$ cat src/design/monitor_pkg.sv
// Constants shared by the cell monitor control register bank.
// Behaviour
// Converter powered only around a requested conversion unless always-on is set.
// Temperature select code picks none, first, second or both inputs.
// Auxiliary analog select adds the general-purpose input to the sequence.
// Cell range codes 0-5 select cells one to N; others cell one only.
// Supply switch bit connects the auxiliary pin to the 5 V regulator.
// Drive bit 0 pulls the open-drain pin low; level bit reads the pin.
// Low power disables comparators; wake waits 1 ms before monitoring resumes.
// Each return switch bit grounds its temperature input negative side.
// Six balance bits drive six balance outputs, all reset low.
// Balance active time limited in seconds or minutes; zero prevents balancing.
// Conversion go starts a sequence, self-clears when it begins, reads zero.
// Unlock key required for protected writes; reads zero; any write clears it.
// Refresh key reloads protected registers; unlock clears when reload ends.
// Frames answer at own node id, or broadcast when an id is assigned.
// Assigned flag resets low and is mirrored inverted as address request.
// Soft reset key performs a full reset; other values ignored.
// Two-key sequence enters debug pass-through; other writes cancel; zero leaves.
// Debug mode drives upper clock and data pins as copies of lower link.
// OTP key opens a write window closed by the next access.
// Conversion speed code selects roughly 3, 6, 12 or 24 microseconds.
// Source select picks external inputs or pack pin; reference select bandgap or 5 V.
// Series cell count masks faults on unused upper cells.
// Active balance outputs drop low when the time limit expires.
// Host writes zero to unused bits and only defined key codes.
package monitor_pkg;
	// Register offsets
	localparam logic [7:0] OFF_PARITY_B = 8'h25;
	localparam logic [7:0] OFF_CONVERSION_GO_SETUP = 8'h30;
	localparam logic [7:0] OFF_PIN_SLEEP = 8'h31;
	localparam logic [7:0] OFF_BAL_EN = 8'h32;
	localparam logic [7:0] OFF_BAL_TIME = 8'h33;
	localparam logic [7:0] OFF_CONVERSION_GO_TRIG = 8'h34;
	localparam logic [7:0] OFF_UNLOCK = 8'h3a;
	localparam logic [7:0] OFF_NODE_ID = 8'h3b;
	localparam logic [7:0] OFF_SOFT_RST = 8'h3c;
	localparam logic [7:0] OFF_DEBUG_SEL = 8'h3d;
	localparam logic [7:0] OFF_OTP_EN = 8'h3f;
	localparam logic [7:0] OFF_FUNC_CFG = 8'h40;
	localparam logic [3:0] PROT_GROUP_HI = 4'h4;
	// Keys
	localparam logic [7:0] KEY_UNLOCK = 8'h35;
	localparam logic [7:0] KEY_REFRESH = 8'h27;
	localparam logic [7:0] KEY_SOFT_RST = 8'ha5;
	localparam logic [7:0] KEY_DEBUG_1 = 8'ha4;
	localparam logic [7:0] KEY_DEBUG_2 = 8'h25;
	localparam logic [7:0] KEY_OTP = 8'h91;
	localparam logic [7:0] KEY_NONE = 8'h00;
	localparam logic [5:0] ADDR_BROADCAST = 6'h3f;
	// Field positions
	localparam int POS_ADC_ON = 6;
	localparam int POS_TEMP_SEL = 4;
	localparam int POS_AUX_SEL = 3;
	localparam int POS_AUX_SW = 7;
	localparam int POS_GP_DRIVE = 6;
	localparam int POS_GP_LEVEL = 5;
	localparam int POS_SLEEP = 2;
	localparam int POS_MINUTES = 7;
	localparam int POS_ID_FLAG = 7;
	localparam int POS_SPEED = 6;
	localparam int POS_REF_SEL = 5;
	localparam int POS_SRC_SEL = 4;
	localparam int POS_CELL_CNT = 2;
	// Reset values
	localparam logic [7:0] RST_BYTE = 8'h00;
	localparam logic [7:0] RST_PIN_SLEEP = 8'h40;
	// Timing
	localparam int CLK_MHZ = 40;
	localparam int REF_SETTLE_US = 10;
	localparam int SETTLE_CYC = REF_SETTLE_US * CLK_MHZ;
	localparam int WAKE_TIME_US = 1000;
	localparam int WAKE_CYC = WAKE_TIME_US * CLK_MHZ;
	localparam int SECOND_CYC = 1000000 * CLK_MHZ;
	localparam int MINUTE_SECONDS = 60;
	// Conversion sequencer states
	typedef enum logic [3:0] {
		C_IDLE = 4'b0001,
		C_WARM = 4'b0010,
		C_RUN = 4'b0100,
		C_WAIT = 4'b1000
	} conversion_go_state_t;
endpackage : monitor_pkg

$ cat src/design/pin_sync.sv
// Two-flop synchroniser for a group of asynchronous inputs.
`timescale 1ns/1ps
module pin_sync #(
	parameter int WIDTH = 1
) (
	// Clock and reset
	input wire logic core_clk,
	input wire logic rst_n,
	// Pins in, synchronised out
	input wire logic [WIDTH-1:0] asyncIn,
	output logic [WIDTH-1:0] syncOut
);
	logic [WIDTH-1:0] meta_q;

	always_ff @(posedge core_clk or negedge rst_n) begin
		if (!rst_n) begin
			meta_q <= '0;
			syncOut <= '0;
		end else begin
			meta_q <= asyncIn;
			syncOut <= meta_q;
		end
	end
endmodule : pin_sync

$ cat src/design/balance_timer.sv
// Balance output safety timer in seconds or minutes.
`timescale 1ns/1ps
module balance_timer #(
	parameter int SEC_CYC = 40000000,
	parameter int MIN_SEC = 60
) (
	// Clock and reset
	input wire logic core_clk,
	input wire logic rst_n,
	// Settings
	input wire logic [5:0] balanceReq,
	input wire logic [5:0] timeLimit,
	input wire logic useMinutes,
	// Results
	output logic [5:0] balanceOut,
	output logic expired
);
	logic [25:0] preCnt_q;
	logic [5:0] secCnt_q;
	logic [5:0] units_q;
	logic unitTick;
	logic secTick;

	assign secTick = (preCnt_q == 26'(SEC_CYC - 1));
	assign unitTick = secTick && (!useMinutes || secCnt_q == 6'(MIN_SEC - 1));
	// One shared limit from the moment any output becomes active
	assign expired = (balanceReq != 6'h00) && (units_q >= timeLimit);

	always_ff @(posedge core_clk or negedge rst_n) begin
		if (!rst_n) begin
			preCnt_q <= '0;
			secCnt_q <= '0;
			units_q <= '0;
		end else if (balanceReq == 6'h00) begin
			preCnt_q <= '0;
			secCnt_q <= '0;
			units_q <= '0;
		end else begin
			preCnt_q <= secTick ? 26'h0 : preCnt_q + 26'h1;
			if (secTick) begin
				secCnt_q <= (unitTick || useMinutes == 1'b0) ? 6'h00 : secCnt_q + 6'h01;
			end
			if (unitTick && !expired) begin
				units_q <= units_q + 6'h01;
			end
		end
	end

	always_ff @(posedge core_clk or negedge rst_n) begin
		if (!rst_n) begin
			balanceOut <= '0;
		end else begin
			balanceOut <= (timeLimit == 6'h00 || expired) ? 6'h00 : balanceReq;
		end
	end
endmodule : balance_timer

$ cat src/design/monitor_control_register_bank.sv
// Control register bank of a stackable cell monitor, reached over SPI.
`timescale 1ns/1ps
module monitor_control_register_bank
	import monitor_pkg::*;
#(
	parameter int WAKE_CYCLES = WAKE_CYC,
	parameter int SEC_CYCLES = SECOND_CYC
) (
	// Clock and reset
	input wire logic core_clk,
	input wire logic rst_n,
	// SPI from the host side
	input wire logic spiCsN,
	input wire logic spiSclk,
	input wire logic spiSdi,
	output logic spiSdo,
	output logic spiSdoOeN,
	// Lower link and upper pass-through pins
	input wire logic lowerLinkClock,
	input wire logic lowerLinkDataIn,
	output logic upperSclkOut,
	output logic upperSclkOeN,
	output logic upperSdiOut,
	output logic upperSdiOeN,
	// Open-drain general pin
	input wire logic gpPinIn,
	output logic gpPinOut,
	output logic gpPinOeN,
	// Converter control
	output logic adcPowerOn,
	output logic convStart,
	input wire logic convDone,
	output logic [5:0] cellSelMask,
	output logic [1:0] tempInputSel,
	output logic auxAnalogSel,
	output logic [1:0] convSpeed,
	output logic analogSrcPack,
	output logic analogRefReg,
	// Analog switches and protection
	output logic supplySwitchOn,
	output logic lowPower,
	output logic comparatorsOn,
	output logic [1:0] thermReturnSw,
	output logic [5:0] cellFaultEnable,
	output logic [5:0] balanceOut,
	// OTP and system
	output logic addrUnassigned,
	output logic otpWriteWindow,
	output logic otpReloadReq,
	input wire logic otpReloadDone,
	input wire logic [7:0] otpFuncConfig,
	input wire logic [3:0] parityResultB,
	output logic softResetPulse
);
	logic csS, sclkS, sdiS, gpS, lowClkS, lowDatS;
	logic sclkPrev_q, csPrev_q;
	logic [4:0] bitCnt_q;
	logic [7:0] rxShift_q, txShift_q, hdr_q, regAddr_q;
	logic sclkRise, sclkFall, frameStart, byteDone, wrStb, addressed;
	logic [7:0] wrData;
	logic [7:0] convSetup_q, cbTime_q, unlock_q, debugKey_q, funcCfg_q;
	logic auxSw_q, gpDrive_q, sleep_q;
	logic [1:0] tsw_q;
	logic [5:0] balance_q, nodeId_q;
	logic idFlag_q, convGo_q, debugArm_q, debugMode_q, otpWin_q, reloadBusy_q;
	logic softRst_q, balExpired;
	logic [15:0] wakeCnt_q;
	logic [11:0] warmCnt_q;
	conversion_go_state_t convState_q;

	pin_sync #(.WIDTH(6)) inSync (
		.core_clk(core_clk),
		.rst_n(rst_n),
		.asyncIn({spiCsN, spiSclk, spiSdi, gpPinIn, lowerLinkClock, lowerLinkDataIn}),
		.syncOut({csS, sclkS, sdiS, gpS, lowClkS, lowDatS})
	);

	function automatic logic [5:0] cellRange(input logic [2:0] code);
		unique case (code)
			3'd0: cellRange = 6'h01;
			3'd1: cellRange = 6'h03;
			3'd2: cellRange = 6'h07;
			3'd3: cellRange = 6'h0f;
			3'd4: cellRange = 6'h1f;
			3'd5: cellRange = 6'h3f;
			default: cellRange = 6'h01;
		endcase
	endfunction : cellRange

	function automatic logic [5:0] seriesMask(input logic [1:0] code);
		unique case (code)
			2'd0: seriesMask = 6'h3f;
			2'd1: seriesMask = 6'h1f;
			2'd2: seriesMask = 6'h0f;
			2'd3: seriesMask = 6'h07;
		endcase
	endfunction : seriesMask

	// SPI framing: header {node id, write}, register, then data byte
	assign sclkRise = !csS && sclkS && !sclkPrev_q;
	assign sclkFall = !csS && !sclkS && sclkPrev_q;
	assign frameStart = csPrev_q && !csS;
	assign byteDone = sclkRise && (bitCnt_q[2:0] == 3'd7);
	assign wrData = {rxShift_q[6:0], sdiS};
	assign addressed = (hdr_q[7:2] == nodeId_q[5:0])
		|| (hdr_q[7:2] == ADDR_BROADCAST && idFlag_q);
	assign wrStb = byteDone && (bitCnt_q[4:3] == 2'd2) && hdr_q[0] && addressed;

	always_ff @(posedge core_clk or negedge rst_n) begin
		if (!rst_n) begin
			sclkPrev_q <= 1'b0;
			csPrev_q <= 1'b0; // Synced select resets low; no false frame start
			bitCnt_q <= '0;
			rxShift_q <= '0;
			hdr_q <= '0;
			regAddr_q <= '0;
		end else begin
			sclkPrev_q <= sclkS;
			csPrev_q <= csS;
			if (csS) begin
				bitCnt_q <= '0;
			end else if (sclkRise) begin
				rxShift_q <= wrData;
				if (bitCnt_q != 5'd24) begin
					bitCnt_q <= bitCnt_q + 5'd1;
				end
				if (byteDone && bitCnt_q[4:3] == 2'd0) begin
					hdr_q <= wrData;
				end
				if (byteDone && bitCnt_q[4:3] == 2'd1) begin
					regAddr_q <= wrData;
				end
			end
		end
	end

	function automatic logic [7:0] readMux(input logic [7:0] a);
		unique case (a)
			OFF_PARITY_B: readMux = {4'h0, parityResultB};
			OFF_CONVERSION_GO_SETUP: readMux = convSetup_q;
			OFF_PIN_SLEEP: readMux = {auxSw_q, gpDrive_q, gpS, 2'b00, sleep_q, tsw_q};
			OFF_BAL_EN: readMux = {2'b00, balance_q};
			OFF_BAL_TIME: readMux = {cbTime_q[7], 1'b0, cbTime_q[5:0]};
			OFF_NODE_ID: readMux = {idFlag_q, 1'b0, nodeId_q};
			OFF_DEBUG_SEL: readMux = debugKey_q;
			OFF_OTP_EN: readMux = {7'h00, otpWin_q};
			OFF_FUNC_CFG: readMux = funcCfg_q;
			default: readMux = RST_BYTE; // Unlock, trigger and reset read zero
		endcase
	endfunction : readMux

	// Read data is loaded after the register byte, shifted on falling edges
	always_ff @(posedge core_clk or negedge rst_n) begin
		if (!rst_n) begin
			txShift_q <= '0;
			spiSdoOeN <= 1'b1;
		end else begin
			if (byteDone && bitCnt_q[4:3] == 2'd1) begin
				txShift_q <= readMux(wrData);
				spiSdoOeN <= !(!hdr_q[0] && addressed);
			end else if (sclkFall && bitCnt_q[2:0] != 3'd0) begin
				txShift_q <= {txShift_q[6:0], 1'b0};
			end
			if (csS) begin
				spiSdoOeN <= 1'b1;
			end
		end
	end
	assign spiSdo = txShift_q[7];

	// Soft reset clears the whole bank on the cycle after the key
	always_ff @(posedge core_clk or negedge rst_n) begin
		if (!rst_n) begin
			softRst_q <= 1'b0;
		end else begin
			softRst_q <= wrStb && regAddr_q == OFF_SOFT_RST && wrData == KEY_SOFT_RST;
		end
	end
	assign softResetPulse = softRst_q;

	always_ff @(posedge core_clk or negedge rst_n) begin
		if (!rst_n) begin
			convSetup_q <= RST_BYTE;
			auxSw_q <= 1'b0;
			gpDrive_q <= RST_PIN_SLEEP[POS_GP_DRIVE];
			sleep_q <= 1'b0;
			tsw_q <= '0;
			balance_q <= '0;
			cbTime_q <= RST_BYTE;
			nodeId_q <= '0;
			idFlag_q <= 1'b0;
		end else if (softRst_q) begin
			convSetup_q <= RST_BYTE;
			auxSw_q <= 1'b0;
			gpDrive_q <= RST_PIN_SLEEP[POS_GP_DRIVE];
			sleep_q <= 1'b0;
			tsw_q <= '0;
			balance_q <= '0;
			cbTime_q <= RST_BYTE;
			nodeId_q <= '0;
			idFlag_q <= 1'b0;
		end else begin
			if (balExpired) begin
				balance_q <= '0;
			end
			if (wrStb) begin
				unique case (regAddr_q)
					OFF_CONVERSION_GO_SETUP: convSetup_q <= wrData;
					OFF_PIN_SLEEP: begin
						auxSw_q <= wrData[POS_AUX_SW];
						gpDrive_q <= wrData[POS_GP_DRIVE];
						sleep_q <= wrData[POS_SLEEP];
						tsw_q <= wrData[1:0];
					end
					OFF_BAL_EN: balance_q <= wrData[5:0];
					OFF_BAL_TIME: cbTime_q <= wrData;
					OFF_NODE_ID: begin
						nodeId_q <= wrData[5:0];
						idFlag_q <= wrData[POS_ID_FLAG];
					end
					default: ;
				endcase
			end
		end
	end

	// Unlock, refresh, protected writes and OTP window
	always_ff @(posedge core_clk or negedge rst_n) begin
		if (!rst_n) begin
			unlock_q <= RST_BYTE;
			funcCfg_q <= RST_BYTE;
			reloadBusy_q <= 1'b0;
			otpWin_q <= 1'b0;
		end else if (softRst_q) begin
			unlock_q <= RST_BYTE;
			funcCfg_q <= RST_BYTE;
			reloadBusy_q <= 1'b0;
			otpWin_q <= 1'b0;
		end else begin
			if (frameStart) begin
				otpWin_q <= 1'b0;
			end
			if (reloadBusy_q && otpReloadDone) begin
				funcCfg_q <= otpFuncConfig;
				unlock_q <= RST_BYTE;
				reloadBusy_q <= 1'b0;
			end
			if (wrStb) begin
				unlock_q <= RST_BYTE;
				if (regAddr_q == OFF_UNLOCK) begin
					unlock_q <= wrData;
					reloadBusy_q <= (wrData == KEY_REFRESH);
				end
				if (regAddr_q == OFF_FUNC_CFG && unlock_q == KEY_UNLOCK) begin
					funcCfg_q <= {wrData[7:1], 1'b0};
				end
				if (regAddr_q == OFF_OTP_EN) begin
					otpWin_q <= (wrData == KEY_OTP);
				end
			end
		end
	end

	always_ff @(posedge core_clk or negedge rst_n) begin
		if (!rst_n) begin
			otpReloadReq <= 1'b0;
		end else begin
			otpReloadReq <= wrStb && regAddr_q == OFF_UNLOCK && wrData == KEY_REFRESH;
		end
	end

	// Debug key sequence: only back-to-back writes count
	always_ff @(posedge core_clk or negedge rst_n) begin
		if (!rst_n) begin
			debugKey_q <= RST_BYTE;
			debugArm_q <= 1'b0;
			debugMode_q <= 1'b0;
		end else if (softRst_q) begin
			debugKey_q <= RST_BYTE;
			debugArm_q <= 1'b0;
			debugMode_q <= 1'b0;
		end else if (wrStb) begin
			if (regAddr_q == OFF_DEBUG_SEL) begin
				debugKey_q <= wrData;
				debugArm_q <= (wrData == KEY_DEBUG_1);
				if (wrData == KEY_DEBUG_2 && debugArm_q) begin
					debugMode_q <= 1'b1;
				end else if (wrData == KEY_NONE) begin
					debugMode_q <= 1'b0;
				end
			end else begin
				debugArm_q <= 1'b0;
			end
		end
	end

	// Pass-through copies the lower link; never enable this on the bottom device
	always_ff @(posedge core_clk or negedge rst_n) begin
		if (!rst_n) begin
			upperSclkOut <= 1'b0;
			upperSdiOut <= 1'b0;
			upperSclkOeN <= 1'b1;
			upperSdiOeN <= 1'b1;
		end else begin
			upperSclkOut <= lowClkS;
			upperSdiOut <= lowDatS;
			upperSclkOeN <= !debugMode_q;
			upperSdiOeN <= !debugMode_q;
		end
	end

	// Conversion sequencer
	always_ff @(posedge core_clk or negedge rst_n) begin
		if (!rst_n) begin
			convState_q <= C_IDLE;
			convGo_q <= 1'b0;
			warmCnt_q <= '0;
		end else if (softRst_q) begin
			convState_q <= C_IDLE;
			convGo_q <= 1'b0;
			warmCnt_q <= '0;
		end else begin
			unique case (convState_q)
				C_IDLE: begin
					warmCnt_q <= '0;
					if (convGo_q) begin
						convState_q <= convSetup_q[POS_ADC_ON] ? C_RUN : C_WARM;
					end
				end
				C_WARM: begin
					warmCnt_q <= warmCnt_q + 12'h001;
					if (warmCnt_q == 12'(SETTLE_CYC - 1)) begin
						convState_q <= C_RUN;
					end
				end
				C_RUN: begin
					convGo_q <= 1'b0;
					convState_q <= C_WAIT;
				end
				C_WAIT: begin
					if (convDone) begin
						convState_q <= C_IDLE;
					end
				end
			endcase
			if (wrStb && regAddr_q == OFF_CONVERSION_GO_TRIG && wrData[0]) begin
				convGo_q <= 1'b1;
			end
		end
	end
	assign convStart = (convState_q == C_RUN);
	assign adcPowerOn = convSetup_q[POS_ADC_ON] || (convState_q != C_IDLE);

	// Comparators stay off for a fixed time after leaving low power
	always_ff @(posedge core_clk or negedge rst_n) begin
		if (!rst_n) begin
			wakeCnt_q <= '0;
		end else if (sleep_q) begin
			wakeCnt_q <= 16'(WAKE_CYCLES);
		end else if (wakeCnt_q != 16'h0000) begin
			wakeCnt_q <= wakeCnt_q - 16'h0001;
		end
	end
	assign comparatorsOn = !sleep_q && (wakeCnt_q == 16'h0000);
	assign lowPower = sleep_q;

	balance_timer #(.SEC_CYC(SEC_CYCLES), .MIN_SEC(MINUTE_SECONDS)) balTimer (
		.core_clk(core_clk),
		.rst_n(rst_n),
		.balanceReq(balance_q),
		.timeLimit(cbTime_q[5:0]),
		.useMinutes(cbTime_q[POS_MINUTES]),
		.balanceOut(balanceOut),
		.expired(balExpired)
	);

	assign cellSelMask = cellRange(convSetup_q[2:0]);
	assign tempInputSel = convSetup_q[POS_TEMP_SEL +: 2];
	assign auxAnalogSel = convSetup_q[POS_AUX_SEL];
	assign convSpeed = funcCfg_q[POS_SPEED +: 2];
	assign analogSrcPack = funcCfg_q[POS_SRC_SEL];
	assign analogRefReg = funcCfg_q[POS_REF_SEL];
	assign cellFaultEnable = seriesMask(funcCfg_q[POS_CELL_CNT +: 2]);
	assign supplySwitchOn = auxSw_q;
	assign thermReturnSw = tsw_q;
	assign gpPinOut = 1'b0;
	assign gpPinOeN = gpDrive_q;
	assign addrUnassigned = !idFlag_q;
	assign otpWriteWindow = otpWin_q;

	adc_power_a: assert property (@(posedge core_clk) disable iff (!rst_n)
		(!convSetup_q[POS_ADC_ON] && convState_q == C_IDLE) |-> !adcPowerOn)
		else $error("converter powered while idle in auto mode");
	warm_time_a: assert property (@(posedge core_clk) disable iff (!rst_n)
		(convState_q == C_WARM && warmCnt_q < 12'(SETTLE_CYC - 1)) |=> !convStart)
		else $error("conversion started before reference settled");
	conversion_go_clear_a: assert property (@(posedge core_clk) disable iff (!rst_n)
		(convStart && !wrStb) |=> (!convGo_q && convState_q == C_WAIT))
		else $error("conversion go not cleared once conversion began");
	wake_delay_a: assert property (@(posedge core_clk) disable iff (!rst_n)
		$fell(sleep_q) |-> !comparatorsOn [*8])
		else $error("comparators resumed without wake delay");
	unlock_clear_a: assert property (@(posedge core_clk) disable iff (!rst_n)
		(wrStb && regAddr_q != OFF_UNLOCK) |=> unlock_q == RST_BYTE)
		else $error("unlock key survived another write");
	protect_a: assert property (@(posedge core_clk) disable iff (!rst_n)
		(wrStb && regAddr_q == OFF_FUNC_CFG && unlock_q != KEY_UNLOCK
		&& !(reloadBusy_q && otpReloadDone) && !softRst_q) |=> $stable(funcCfg_q))
		else $error("protected register written while locked");
	debug_seq_a: assert property (@(posedge core_clk) disable iff (!rst_n)
		$rose(debugMode_q) |-> $past(debugArm_q))
		else $error("debug mode entered without first key");
	otp_close_a: assert property (@(posedge core_clk) disable iff (!rst_n)
		(frameStart && otpWin_q) |=> !otpWin_q)
		else $error("otp window stayed open across an access");
	balance_zero_a: assert property (@(posedge core_clk) disable iff (!rst_n)
		(cbTime_q[5:0] == 6'h00) [*2] |-> balanceOut == 6'h00)
		else $error("balancing active with zero time limit");
endmodule : monitor_control_register_bank

$ cat config.mk
export PLATFORM = sky130hd
export DESIGN_NAME = monitor_control_register_bank
export DESIGN_NICKNAME = d
export VERILOG_FILES = /design/src/design/monitor_pkg.sv /design/src/design/pin_sync.sv /design/src/design/balance_timer.sv /design/src/design/monitor_control_register_bank.sv
export SDC_FILE = /design/constraint.sdc
export NUM_CORES = 1
export LEC_CHECK = 0
export ABC_CLOCK_PERIOD_IN_PS = 4150
export CAP_MARGIN = 20
export CORE_ASPECT_RATIO = 0.5
export CORE_MARGIN = 3
export CORE_UTILIZATION = 30
export DETAILED_ROUTE_END_ITERATION = 12
export DONT_BUFFER_PORTS = 1
export PLACE_DENSITY = 0.51
export SLEW_MARGIN = 20
export SYNTH_ARGS = -nofsm -noshare
export SYNTH_HDL_FRONTEND = slang
export SYNTH_SLANG_ARGS = --single-unit
$ cat constraint.sdc
create_clock -name core_clk -period 4.15 [get_ports core_clk]
set_clock_uncertainty 0.2 [all_clocks]
set_input_delay 0.415 -clock core_clk [delete_from_list [all_inputs] [get_ports core_clk]]
set_output_delay 0.415 -clock core_clk [all_outputs]
set_load 0.02 [all_outputs]
==> impl_results.md, run 1 <==
- Final GP Congestion: about 0.83
- Largest family of logic cells by synthesized area: simple AND/OR/NAND/NOR gates
- Hold Slack: -517 ps
- Compound-Gate Fraction of Synth Area: 0.0891
- Drt total wl: roughly 26000 um
- # port buffers: 0
- Post-Synth Adder-Cell Area: 0.0209
- WP data required: around 3500 ps
- FF-to-FF End: reloadBusy_q$_DFF_PN0_
- Root buf cell: clkbuf_16
- H-Tree Depth: 4
- Ports: 66
- Slew Limit Fails: 0
- Crit path largest cell delay: between 500 and 600 ps
- Final hold vios: ~190
- Pwr Density: ~370 mW/mm^2
- FF-to-FF path depth: 5
- Mux share of post-synthesis cell area: 0.0769
- Simple-Gate Fraction of Synth Area: 0.252
- Vias: about 7400
- Die area: 0.0363 sq mm
- Cell Area, Placed: around 0.010 sq mm
- Final setup viols: 0
- Least-Margin Pin Slew: 951 ps
- Initial antenna violation count: 1
- R2R Setup Slk: ~1300 ps
- DRT antenna net count: 0
- GR Overflow Total: 0
- WS Path Type: reg -> out
- FFs w/ async S/R, synth: 1.00
- Tcrit/Tclk final: 0.782
- Max cap viols: 0
- Leak Pwr: 4.97 nW
- Most frequent cells in the layout: dfrtp_1, nor2_1, nand2_1, nand3_1, nand2b_1
- Largest net degree at the start of global routing: between 150 and 200
- Via density: just over 5
- YS warnings: 0
- Initial Util: 0.313
- CORE AREA: between 0.03 and 0.04 sq mm
- Setup TNS: 0 ps
- Fin area: 0.0111 sq mm
- Worst-skew pair later-pin latency: ~440 ps
- Buf+Inv Stages, Crit Path: 0
- Global-route wire length before repair: around 42000 um
- Number of flops mapped to enable cells by yosys: 0
- Synth Area in XOR/XNOR: 0.0422
- Register area share after synthesis: 0.476
- Clk sinks: 193
- Clk buf depth: 2
- Gr usage total: 0.148
- Arrival @ worst endpoint: approximately 2600 ps
- Clk pin slew, worst setup/hold paths: around 70 ps
- Cell Chain, Critical Path: or4_1 -> or3b_1 -> or2_0 -> nor2_1
- Distinct cells, synth: 79
- Critical Path End Type: output pin
- Min cycle time layout: about 3200 ps
- Post-route DRC: 0
- Dominant delay contributor by cell family on the critical path: simple AND/OR/NAND/NOR gates
- Clock tree from TritonCTS: yes
- Hold Path Class: in -> async
- RSZ-0062 raised after global routing: false
- Row count: 46
- First drt pass iteration count: 5
- Failing checks: hold timing
- Synth Area per Inst: about 10 sq um
- Drt wl/cell: about 18 um
- Post-CTS Setup Inserts: 0
- Outcome: finished with violations
- DRT iter0 DRCs: roughly 710
- # nets final: approximately 1000
- Crit-path max FO: 10
- Filler cell count: about 3200
- Main flop type after synthesis: dfrtp_1
- Syn Inst Count: around 1000
- Worst VDD drop: 0.291 mV
- Layout cell share with drive strength beyond 1: 0.0876
- Detailed placer's ending HPWL: between 15000 and 20000 um
- Die Y: 136 um
- Die W: between 200 and 300 um
- Core Util, Final: 0.342
- Synth Register Bits: around 190
- FF-to-FF Start: inSync.syncOut[5]$_DFF_PN0_
- WP depth: 4
- Commonest non-fill, non-tap cell in the layout: dfrtp_1
- Crit-path slowest cell: or4_1
- Num CTS Buffers: 17
- Fmax: 0.308 GHz
- Setup crit start kind: flip-flop
- Slew headroom: 0.357
- Number of global-route vias before repair: around 7600
- Number of hold buffers added after cts: 7
- Syn Std Cell Area: roughly 0.010 sq mm
- Synthesis-to-finish area growth: 9.55%
[through the flow]
step / total power, mW / instances / worst slack, ps / hold slack (ps)
final: 4.09 / 1438 / 904 / -517
after floorplan: 2.25 / 1023 / 1460 / -80.6
after global placement: 2.38 / 1399 / 1380 / -66.2
after CTS: 4.14 / 1437 / 868 / -557
after detailed placement: 2.38 / 1399 / 1320 / -67.8
after global routing: 4.27 / 1438 / 592 / -551
[repair_timing]
| item | CTS | global route |
|---|---|---|
| endpoints found under the setup margin | 0 | 0 |
| endpoints found under the hold margin | 200 | 193 |
| gates resized for setup | 0 | 0 |
[per-layer routing]
metal	global-route usage	wire length, um
met4	0.0562	560
met3	0.0242	855
met5	0	0
met2	0.244	12200
met1	0.198	12100
[registers in the layout (all words and copies together) (netlist names), 4 cells and up]
signal               cells
convState_q              4
nodeId_q                 6
cbTime_q                 7
hdr_q                    7
unlock_q                 8
txShift_q                8
inSync.meta_q            6
rxShift_q                7
convSetup_q              8
funcCfg_q                8
warmCnt_q               12
inSync.syncOut           6
balTimer.preCnt_q       26
balTimer.units_q         6
balTimer.balanceOut      6
balance_q                6
balTimer.secCnt_q        6
debugKey_q               8
wakeCnt_q               16
regAddr_q                8
bitCnt_q                 5
[how the worst max path moves through the flow]
stage,start,endpoint,slack [ps]
floorplan,wakeCnt_q[12]$_DFFE_PN0N_,comparatorsOn,1460
global placement,wakeCnt_q[13]$_DFFE_PN0N_,comparatorsOn,1380
detailed placement,inSync.syncOut[5]$_DFF_PN0_,reloadBusy_q$_DFF_PN0_,1320
CTS,wakeCnt_q[13]$_DFFE_PN0N_,comparatorsOn,870
global route,wakeCnt_q[4]$_DFFE_PN0N_,comparatorsOn,590
finish,wakeCnt_q[13]$_DFFE_PN0N_,comparatorsOn,900
[power breakdown]
part | internal (mW) | switching (mW) | leakage [nW] | total (mW)
logic | 0.108 | 0.185 | 2.07 | 0.293
clock network | 0.994 | 0.740 | 0.292 | 1.73
registers | 1.93 | 0.128 | 2.60 | 2.06
[layout make-up]
type | instances | area, sq um | area share
Antenna cell | 1 | 2.50 | 0.000225
Clock buffer | 22 | 474 | 0.0426
Clock inverter | 9 | 133 | 0.0119
Inverter | 30 | 113 | 0.0101
Multi-Input combinational cell | 737 | 4910 | 0.441
Sequential cell | 193 | 4840 | 0.434
Tap cell | 432 | 541 | 0.0485
Timing Repair Buffer | 14 | 123 | 0.0110
[synth_stat cells (all sizes together), types with 8 or more instances]
library cell  count  area share
nand2b           52       0.032
xor2             30       0.026
mux2i            50       0.049
inv              30       0.011
o21ai            39       0.019
and3             12      0.0075
a21oi            25       0.012
clkbuf           44       0.017
nor4             15       0.011
nand2            93       0.035
nand4            28       0.024
nand3b           11      0.0081
nor2             93       0.034
ha               17       0.021
nor3b            11      0.0086
dfrtp           189        0.47
and2             12      0.0074
mux2             21       0.023
and4              8      0.0071
nand3            54       0.027
buf              19       0.014
xnor2            19       0.016
a22o             10      0.0086
or3               9      0.0055
nor2b            12      0.0074
nor3             17      0.0089
[cells by family after synthesis]
kind of cell	after synthesis
flops	193
other cells	2
xor+xnor	49
compound gates	133
buf+inv	93
fa+ha+maj	17
simple gates	460
mux	73
Power figures use the tool's default switching activity.
==> run 2, diff against run 1 <==
Settings changed: ABC_AREA set to 1, ABC_CLOCK_PERIOD_IN_PS 4150 to 2900, PLACE_DENSITY 0.51 to 0.52.
Clock period 4.15 ns to 2.9 ns, I/O delays scaled along.
==> impl_results.md, run 2 <==
- Worst VDD drop: 0.362 mV (+24%)
- Simple-Gate Fraction of Synth Area: 0.351 (+0.0986)
- Hold Path Class: in -> async
- Post-CTS Setup Inserts: 0 (unchanged)
- Worst-skew pair later-pin latency: 450 ps (about the same)
- FF-to-FF path depth: 7 (+2)
- Die Y: 139 um (+2.4%)
- Largest family of logic cells by synthesized area: simple AND/OR/NAND/NOR gates
- Setup ws final: 394 ps (-510 ps)
- RSZ-0062 raised after global routing: false
- Most common cell in the netlist: nand2_1
- Outcome: finished with violations
- DRT iter0 DRCs: 877 (+24%)
- Syn Std Cell Area: 0.0107 sq mm (+5.0%)
- Design Power: 5.77 mW (+41%)
- Cell Chain, Critical Path: o31ai_1 -> o21ai_0 -> inv_1
- Min cycle time layout: between 2000 and 3000 ps
- Fmax: between 0.3 and 0.4 GHz
- Diodes inserted: 0 (-1)
- Area leader, netlist: dfrtp_1
- Synth Area per Inst: 7.50 sq um (-25%)
- Main flop type after synthesis: dfrtp_1
- Tcrit/Tclk final: 0.864
- Hold Slack: -670 ps (-154 ps)
- Most frequent cells in the layout: nand2_1, nor2_1, dfrtp_1, nand3_1, inv_1
- Compound-Gate Fraction of Synth Area: 0.0783 (-0.0108)
- Number of flops mapped to enable cells by yosys: 0 (unchanged)
- YS warnings: 0 (unchanged)
- Initial antenna violation count: 0 (-1)
- GR Overflow Total: 0 (unchanged)
- Filler cell count: 3679 (+13%)
- Number of global-route vias before repair: 8896 (+18%)
- Crit-path max FO: 7 (-3)
- Commonest non-fill, non-tap cell in the layout: nand2_1
- Pwr Density: 486 mW/mm^2 (+32%)
- Synthesis-to-finish area growth: 11.3%
- Register area share after synthesis: 0.453 (-0.0226)
- Largest net degree at the start of global routing: 194 (unchanged)
- Biggest register: balTimer.preCnt_q
- Mux share of post-synthesis cell area: 0 (-0.0769)
- Top cells by area, synth: dfrtp_1, nand2_1, nand3_1, nor2_1, inv_1
- Final GP Congestion: 0.882 (+6.1%)
- Crit path largest cell delay: 700 ps (+130 ps)
- Post-Synth Adder-Cell Area: 0.0199 (-0.000994)
- Final setup viols: 0 (unchanged)
- Initial Util: 0.307 (-0.00569)
- Setup TNS: 0 ps (unchanged)
- Syn Inst Count: 1422 (+39%)
- Die area: 0.0380 sq mm (+4.8%)
- Least-Margin Pin Slew: 766 ps (-185 ps)
- Crit-path slowest cell: o31ai_1
- FFs w/ async S/R, synth: 1.00 (unchanged)
- Num CTS Buffers: 17 (unchanged)
- Layout cell share with drive strength beyond 1: 0.0679 (-0.0196)
- FF-to-FF End: debugKey_q[5]$_DFFE_PN0P_
- Clk buf depth: 2 (unchanged)
- # nets final: 1469 (+42%)
- Vias: 9130 (+23%)
- Arrival @ worst endpoint: 2020 ps (-610 ps)
- Root buf cell: clkbuf_16
- Max reg flops: 26 (unchanged)
- Synth cell count leaders: nand2_1, nor2_1, dfrtp_1
- Slew Limit Fails: 0 (unchanged)
- Cell Area, Placed: 0.0111 sq mm (+6.4%)
- Clk pin slew, worst setup/hold paths: 80 ps (about the same)
- Gr usage total: 0.160 (+0.0111)
- Fin area: 0.0119 sq mm (+6.7%)
- CORE AREA: 0.0348 sq mm (+6.9%)
- WP data required: 2410 ps (-1120 ps)
- First drt pass iteration count: 5 (unchanged)
- Max cap viols: 0 (unchanged)
- Drt total wl: 29300 um (+14%)
- Synth Register Bits: 193 (unchanged)
- Post-route DRC: 0 (unchanged)
- # port buffers: 0 (unchanged)
- Clk sinks: 193 (unchanged)
- Critical Path End Type: output pin
- Synth Area in XOR/XNOR: 0.0164 (-0.0258)
- Clock tree from TritonCTS: yes
- Leak Pwr: 5.63 nW (+13%)
- Via density: 4.76 (-7.6%)
- Pre-CTS setup slack: 535 ps (-781 ps)
- Global-route wire length before repair: 48100 um (+14%)
- Setup crit start kind: flip-flop
- Distinct cells, synth: 44 (-44%)
- Slew headroom: 0.485 (+0.127)
- Regs by FF count: balTimer.preCnt_q: 26 flops, wakeCnt_q: 16 flops, warmCnt_q: 12 flops
- WS Path Type: reg -> out
- Row count: 48 (+4.3%)
- Synth top area share: 0.443 (-0.0221)
- DRT antenna net count: 0 (unchanged)
- FF-to-FF Start: bitCnt_q[0]$_DFFE_PN0P_
- Final hold vios: 193 (unchanged)
- Failing checks: hold timing
- Ports: 66 (unchanged)
- Detailed placer's ending HPWL: 21000 um (+19%)
- Die W: 273 um (+2.4%)
- Number of hold buffers added after cts: 17 (+10)
- R2R Setup Slk: 530 ps (-780 ps)
- Post-cts sizing count: 0 (unchanged)
- Drt wl/cell: 15.3 um (-15%)
- H-Tree Depth: 4 (unchanged)
[run 2: cell types whose count changed after synthesis, moves of 18 or more]
| cell | change |
|---|---|
| mux2i_1 | -50 |
| nor3_1 | +20 |
| mux2_2 | -21 |
| nand3_1 | +114 |
| nand2_1 | +246 |
| xor2_1 | -19 |
| nand2b_1 | -52 |
| o21ai_2 | +18 |
| clkbuf_1 | -29 |
| o21ai_0 | +43 |
| nor2_1 | +125 |
| inv_1 | +124 |
[run 2: per-stage QoR]
step | hold slack (ps) | std cells | util
after floorplan | -206 | 1425 | -
after global placement | -199 | 1869 | 0.320
after detailed placement | -195 | 1869 | 0.320
after CTS | -691 | 1918 | 0.342
after global routing | -695 | 1918 | 0.342
final | -670 | 1918 | 0.342
[run 2: critical path: cells and delay by family (launching register included)]
kind                   cells  cell delay, ps
AO/OA/AOI/OAI              2             890
buffers and inverters      1             200
flip-flops                 1             480
[run 2: layer usage]
| metal | wire length [um] | vias to the layer above | part of all wire | track usage |
|---|---|---|---|---|
| li1 | - | 4609 | - | - |
| met1 | 14100 | 4318 | 0.48 | 0.219 |
| met2 | 13700 | 170 | 0.47 | 0.260 |
| met3 | 1100 | 33 | 0.038 | 0.0283 |
| met4 | 461 | 0 | 0.016 | 0.0428 |
| met5 | 0 | - | 0 | 0 |
[run 2: report_power, final]
group,internal [mW],switching [mW]
Sequential,2.78,0.142
Combinational,0.118,0.322
Clock,1.31,1.11
Total,4.20,1.57
[run 2: logic make-up after synthesis]
group                    after synthesis
other                                  2
adder cells (fa/ha/maj)               17
flip-flops                           193
AO/OA/AOI/OAI                        148
AND/OR/NAND/NOR                      837
XOR/XNOR                              20
buffers and inverters                205
[run 2: cell type report]
class / count / area, sq um / share of cell area
repair buffers: 33 / 290 / 0.0244
multi-input cells: 1027 / 4990 / 0.420
well taps: 475 / 594 / 0.0500
inverters: 158 / 593 / 0.0499
flip-flops and latches: 193 / 4830 / 0.407
clock buffers: 21 / 450 / 0.0379
clock inverters: 11 / 131 / 0.0111
[run 2: how the worst max path moves through the flow]
stage                                           from                        end  cells past startpoint
after floorplan           convSetup_q[1]$_DFFE_PN0P_             cellSelMask[5]                      5
after global placement       bitCnt_q[0]$_DFFE_PN0P_  debugKey_q[3]$_DFFE_PN0P_                      7
after detailed placement     bitCnt_q[0]$_DFFE_PN0P_  debugKey_q[0]$_DFFE_PN0P_                      7
after CTS                 convSetup_q[2]$_DFFE_PN0P_             cellSelMask[3]                      3
after global routing      convSetup_q[0]$_DFFE_PN0P_             cellSelMask[3]                      4
final                     convSetup_q[2]$_DFFE_PN0P_             cellSelMask[3]                      3
==> run 3, diff against run 2 <==
Settings changed: CORE_MARGIN 3 to 2, REMOVE_ABC_BUFFERS set to 1.
==> impl_results.md, run 3 (same netlist as run 2, synthesis figures left out) <==
- Global-route wire length before repair: 47200 um (-1.9%)
- Drt wl/cell: 15.3 um (about the same)
- DRT antenna net count: 0 (unchanged)
- Clk pin slew, worst setup/hold paths: 70 ps (about the same)
- FF-to-FF path depth: 9 (+2)
- Crit-path max FO: 7 (unchanged)
- H-Tree Depth: 4 (unchanged)
- Die Y: 137 um (-1.4%)
- Post-CTS Setup Inserts: 0 (unchanged)
- Root buf cell: clkbuf_16
- Via density: 4.76 (about the same)
- Critical Path End Type: output pin
- Clock tree from TritonCTS: yes
- Detailed placer's ending HPWL: 21300 um (+1.3%)
- Ports: 66 (unchanged)
- WP data required: 2410 ps (about the same)
- Biggest register: balTimer.preCnt_q
- Slew Limit Fails: 0 (unchanged)
- CORE AREA: 0.0348 sq mm (unchanged)
- Setup crit start kind: flip-flop
- Clk sinks: 193 (unchanged)
- Hold Slack: -677 ps (-6.93 ps)
- GR Overflow Total: 0 (unchanged)
- Tcrit/Tclk final: 0.875 (+0.0113)
- Final setup viols: 0 (unchanged)
- Arrival @ worst endpoint: 2050 ps (+30 ps)
- Min cycle time layout: 2540 ps (+32.8 ps)
- Max reg flops: 26 (unchanged)
- WS Path Type: reg -> out
- Diodes inserted: 0 (unchanged)
- Slew headroom: 0.451 (-0.0341)
- Final GP Congestion: 0.871 (-1.2%)
- Least-Margin Pin Slew: 824 ps (+57.6 ps)
- Number of hold buffers added after cts: 17 (unchanged)
- Clk buf depth: 2 (unchanged)
- Placed Cells: 1875 (+0.32%)
- Pwr Density: 485 mW/mm^2 (-0.30%)
- Gr usage total: 0.163 (+0.00376)
- Vias: 9167 (+0.41%)
- Worst VDD drop: 0.480 mV (+32%)
- Outcome: finished with violations
- Layout cell share with drive strength beyond 1: 0.0732 (+0.00524)
- DRT iter0 DRCs: 788 (-10%)
- Fin area: 0.0119 sq mm (+0.41%)
- Number of global-route vias before repair: 8556 (-3.8%)
- Commonest non-fill, non-tap cell in the layout: nand2_1
- Failing checks: hold timing
- Fmax: 0.394 GHz (-1.3%)
- Drt total wl: 29400 um (+0.25%)
- Row count: 48 (unchanged)
- Die W: 271 um (-0.73%)
- # port buffers: 0 (unchanged)
- Core Util, Final: 0.343 (+0.00140)
- Non-Filler Instances: 1924 (+0.31%)
- # nets final: 1475 (+0.41%)
- Synthesis-to-finish area growth: 11.8%
- Num CTS Buffers: 17 (unchanged)
- Regs by FF count: balTimer.preCnt_q: 26 flops, wakeCnt_q: 16 flops, warmCnt_q: 12 flops
- Filler cell count: 3691 (+0.33%)
- Setup TNS: 0 ps (unchanged)
- Max cap viols: 0 (unchanged)
- Initial antenna violation count: 0 (unchanged)
- RSZ-0062 raised after global routing: false
- First drt pass iteration count: 6 (+1)
- Most frequent cells in the layout: nand2_1, nor2_1, dfrtp_1, nand3_1, inv_1
- Most utilized layer in the global route result: met2
- Initial Util: 0.307 (unchanged)
- Leak Pwr: 5.66 nW (+0.65%)
- Met2 Use GR: 0.254 (-0.00580)
- Grt met1 use: 0.226 (+0.00668)
- Cell Area, Placed: 0.0112 sq mm (+0.40%)
- Largest net degree at the start of global routing: 194 (unchanged)
- Met3 Use GR: 0.0352 (+0.00695)
- Hold Path Class: in -> async
- Final hold vios: 193 (unchanged)
- Worst-skew pair later-pin latency: 470 ps (+20 ps)
- Die area: 0.0372 sq mm (-2.2%)
- Post-cts sizing count: 0 (unchanged)
- Post-route DRC: 0 (unchanged)
-- run 3: metal layers --
layer,part of all wire,wire [um],vias up
met5,0,0,-
met4,0.020,599,0
met3,0.046,1370,42
met2,0.45,13300,197
met1,0.48,14200,4312
li1,-,-,4616
-- run 3: layout make-up --
| type | count | area [sq um] | area share |
|---|---|---|---|
| flip-flops and latches | 193 | 4830 | 0.405 |
| inverters | 158 | 593 | 0.0497 |
| clock inverters | 10 | 101 | 0.00850 |
| clock buffers | 22 | 484 | 0.0406 |
| well taps | 475 | 594 | 0.0498 |
| repair buffers | 39 | 335 | 0.0281 |
| multi-input cells | 1027 | 4990 | 0.418 |
-- run 3: worst max-delay path: stages, from the launching register on --
cell     delay (ps)
dfrtp_1         480
o31ai_1         720
o21ai_0         190
inv_1           200
-- run 3: per-stage QoR --
step / setup slack [ps] / total power [mW]
CTS: 323 / 5.85
finish: 362 / 5.78
floorplan: 265 / 3.19
global route: 270 / 6.02
global placement: 534 / 3.38
detailed placement: 538 / 3.38
-- run 3: final timing paths --
check,slack [ps],endpoint,from
max in group asynchronous,2790,convState_q[0]$_DFFE_PN1P_,rst_n
hold reg to reg,140,upperSdiOut$_DFF_PN0_,inSync.syncOut[0]$_DFF_PN0_
setup reg to reg,450,otpWriteWindow$_DFF_PN0_,rxShift_q[2]$_DFFE_PN0P_
min in group core_clk,10,txShift_q[2]$_DFFE_PN0P_,parityResultB[2]
setup / recovery,360,cellSelMask[3],convSetup_q[2]$_DFFE_PN0P_
hold / removal,-680,inSync.meta_q[1]$_DFF_PN0_,rst_n
-- run 3: where the power goes --
| part | switching [mW] | internal [mW] |
|---|---|---|
| logic | 0.335 | 0.129 |
| clock network | 1.14 | 1.29 |
| registers | 0.110 | 2.78 |
| total | 1.58 | 4.20 |
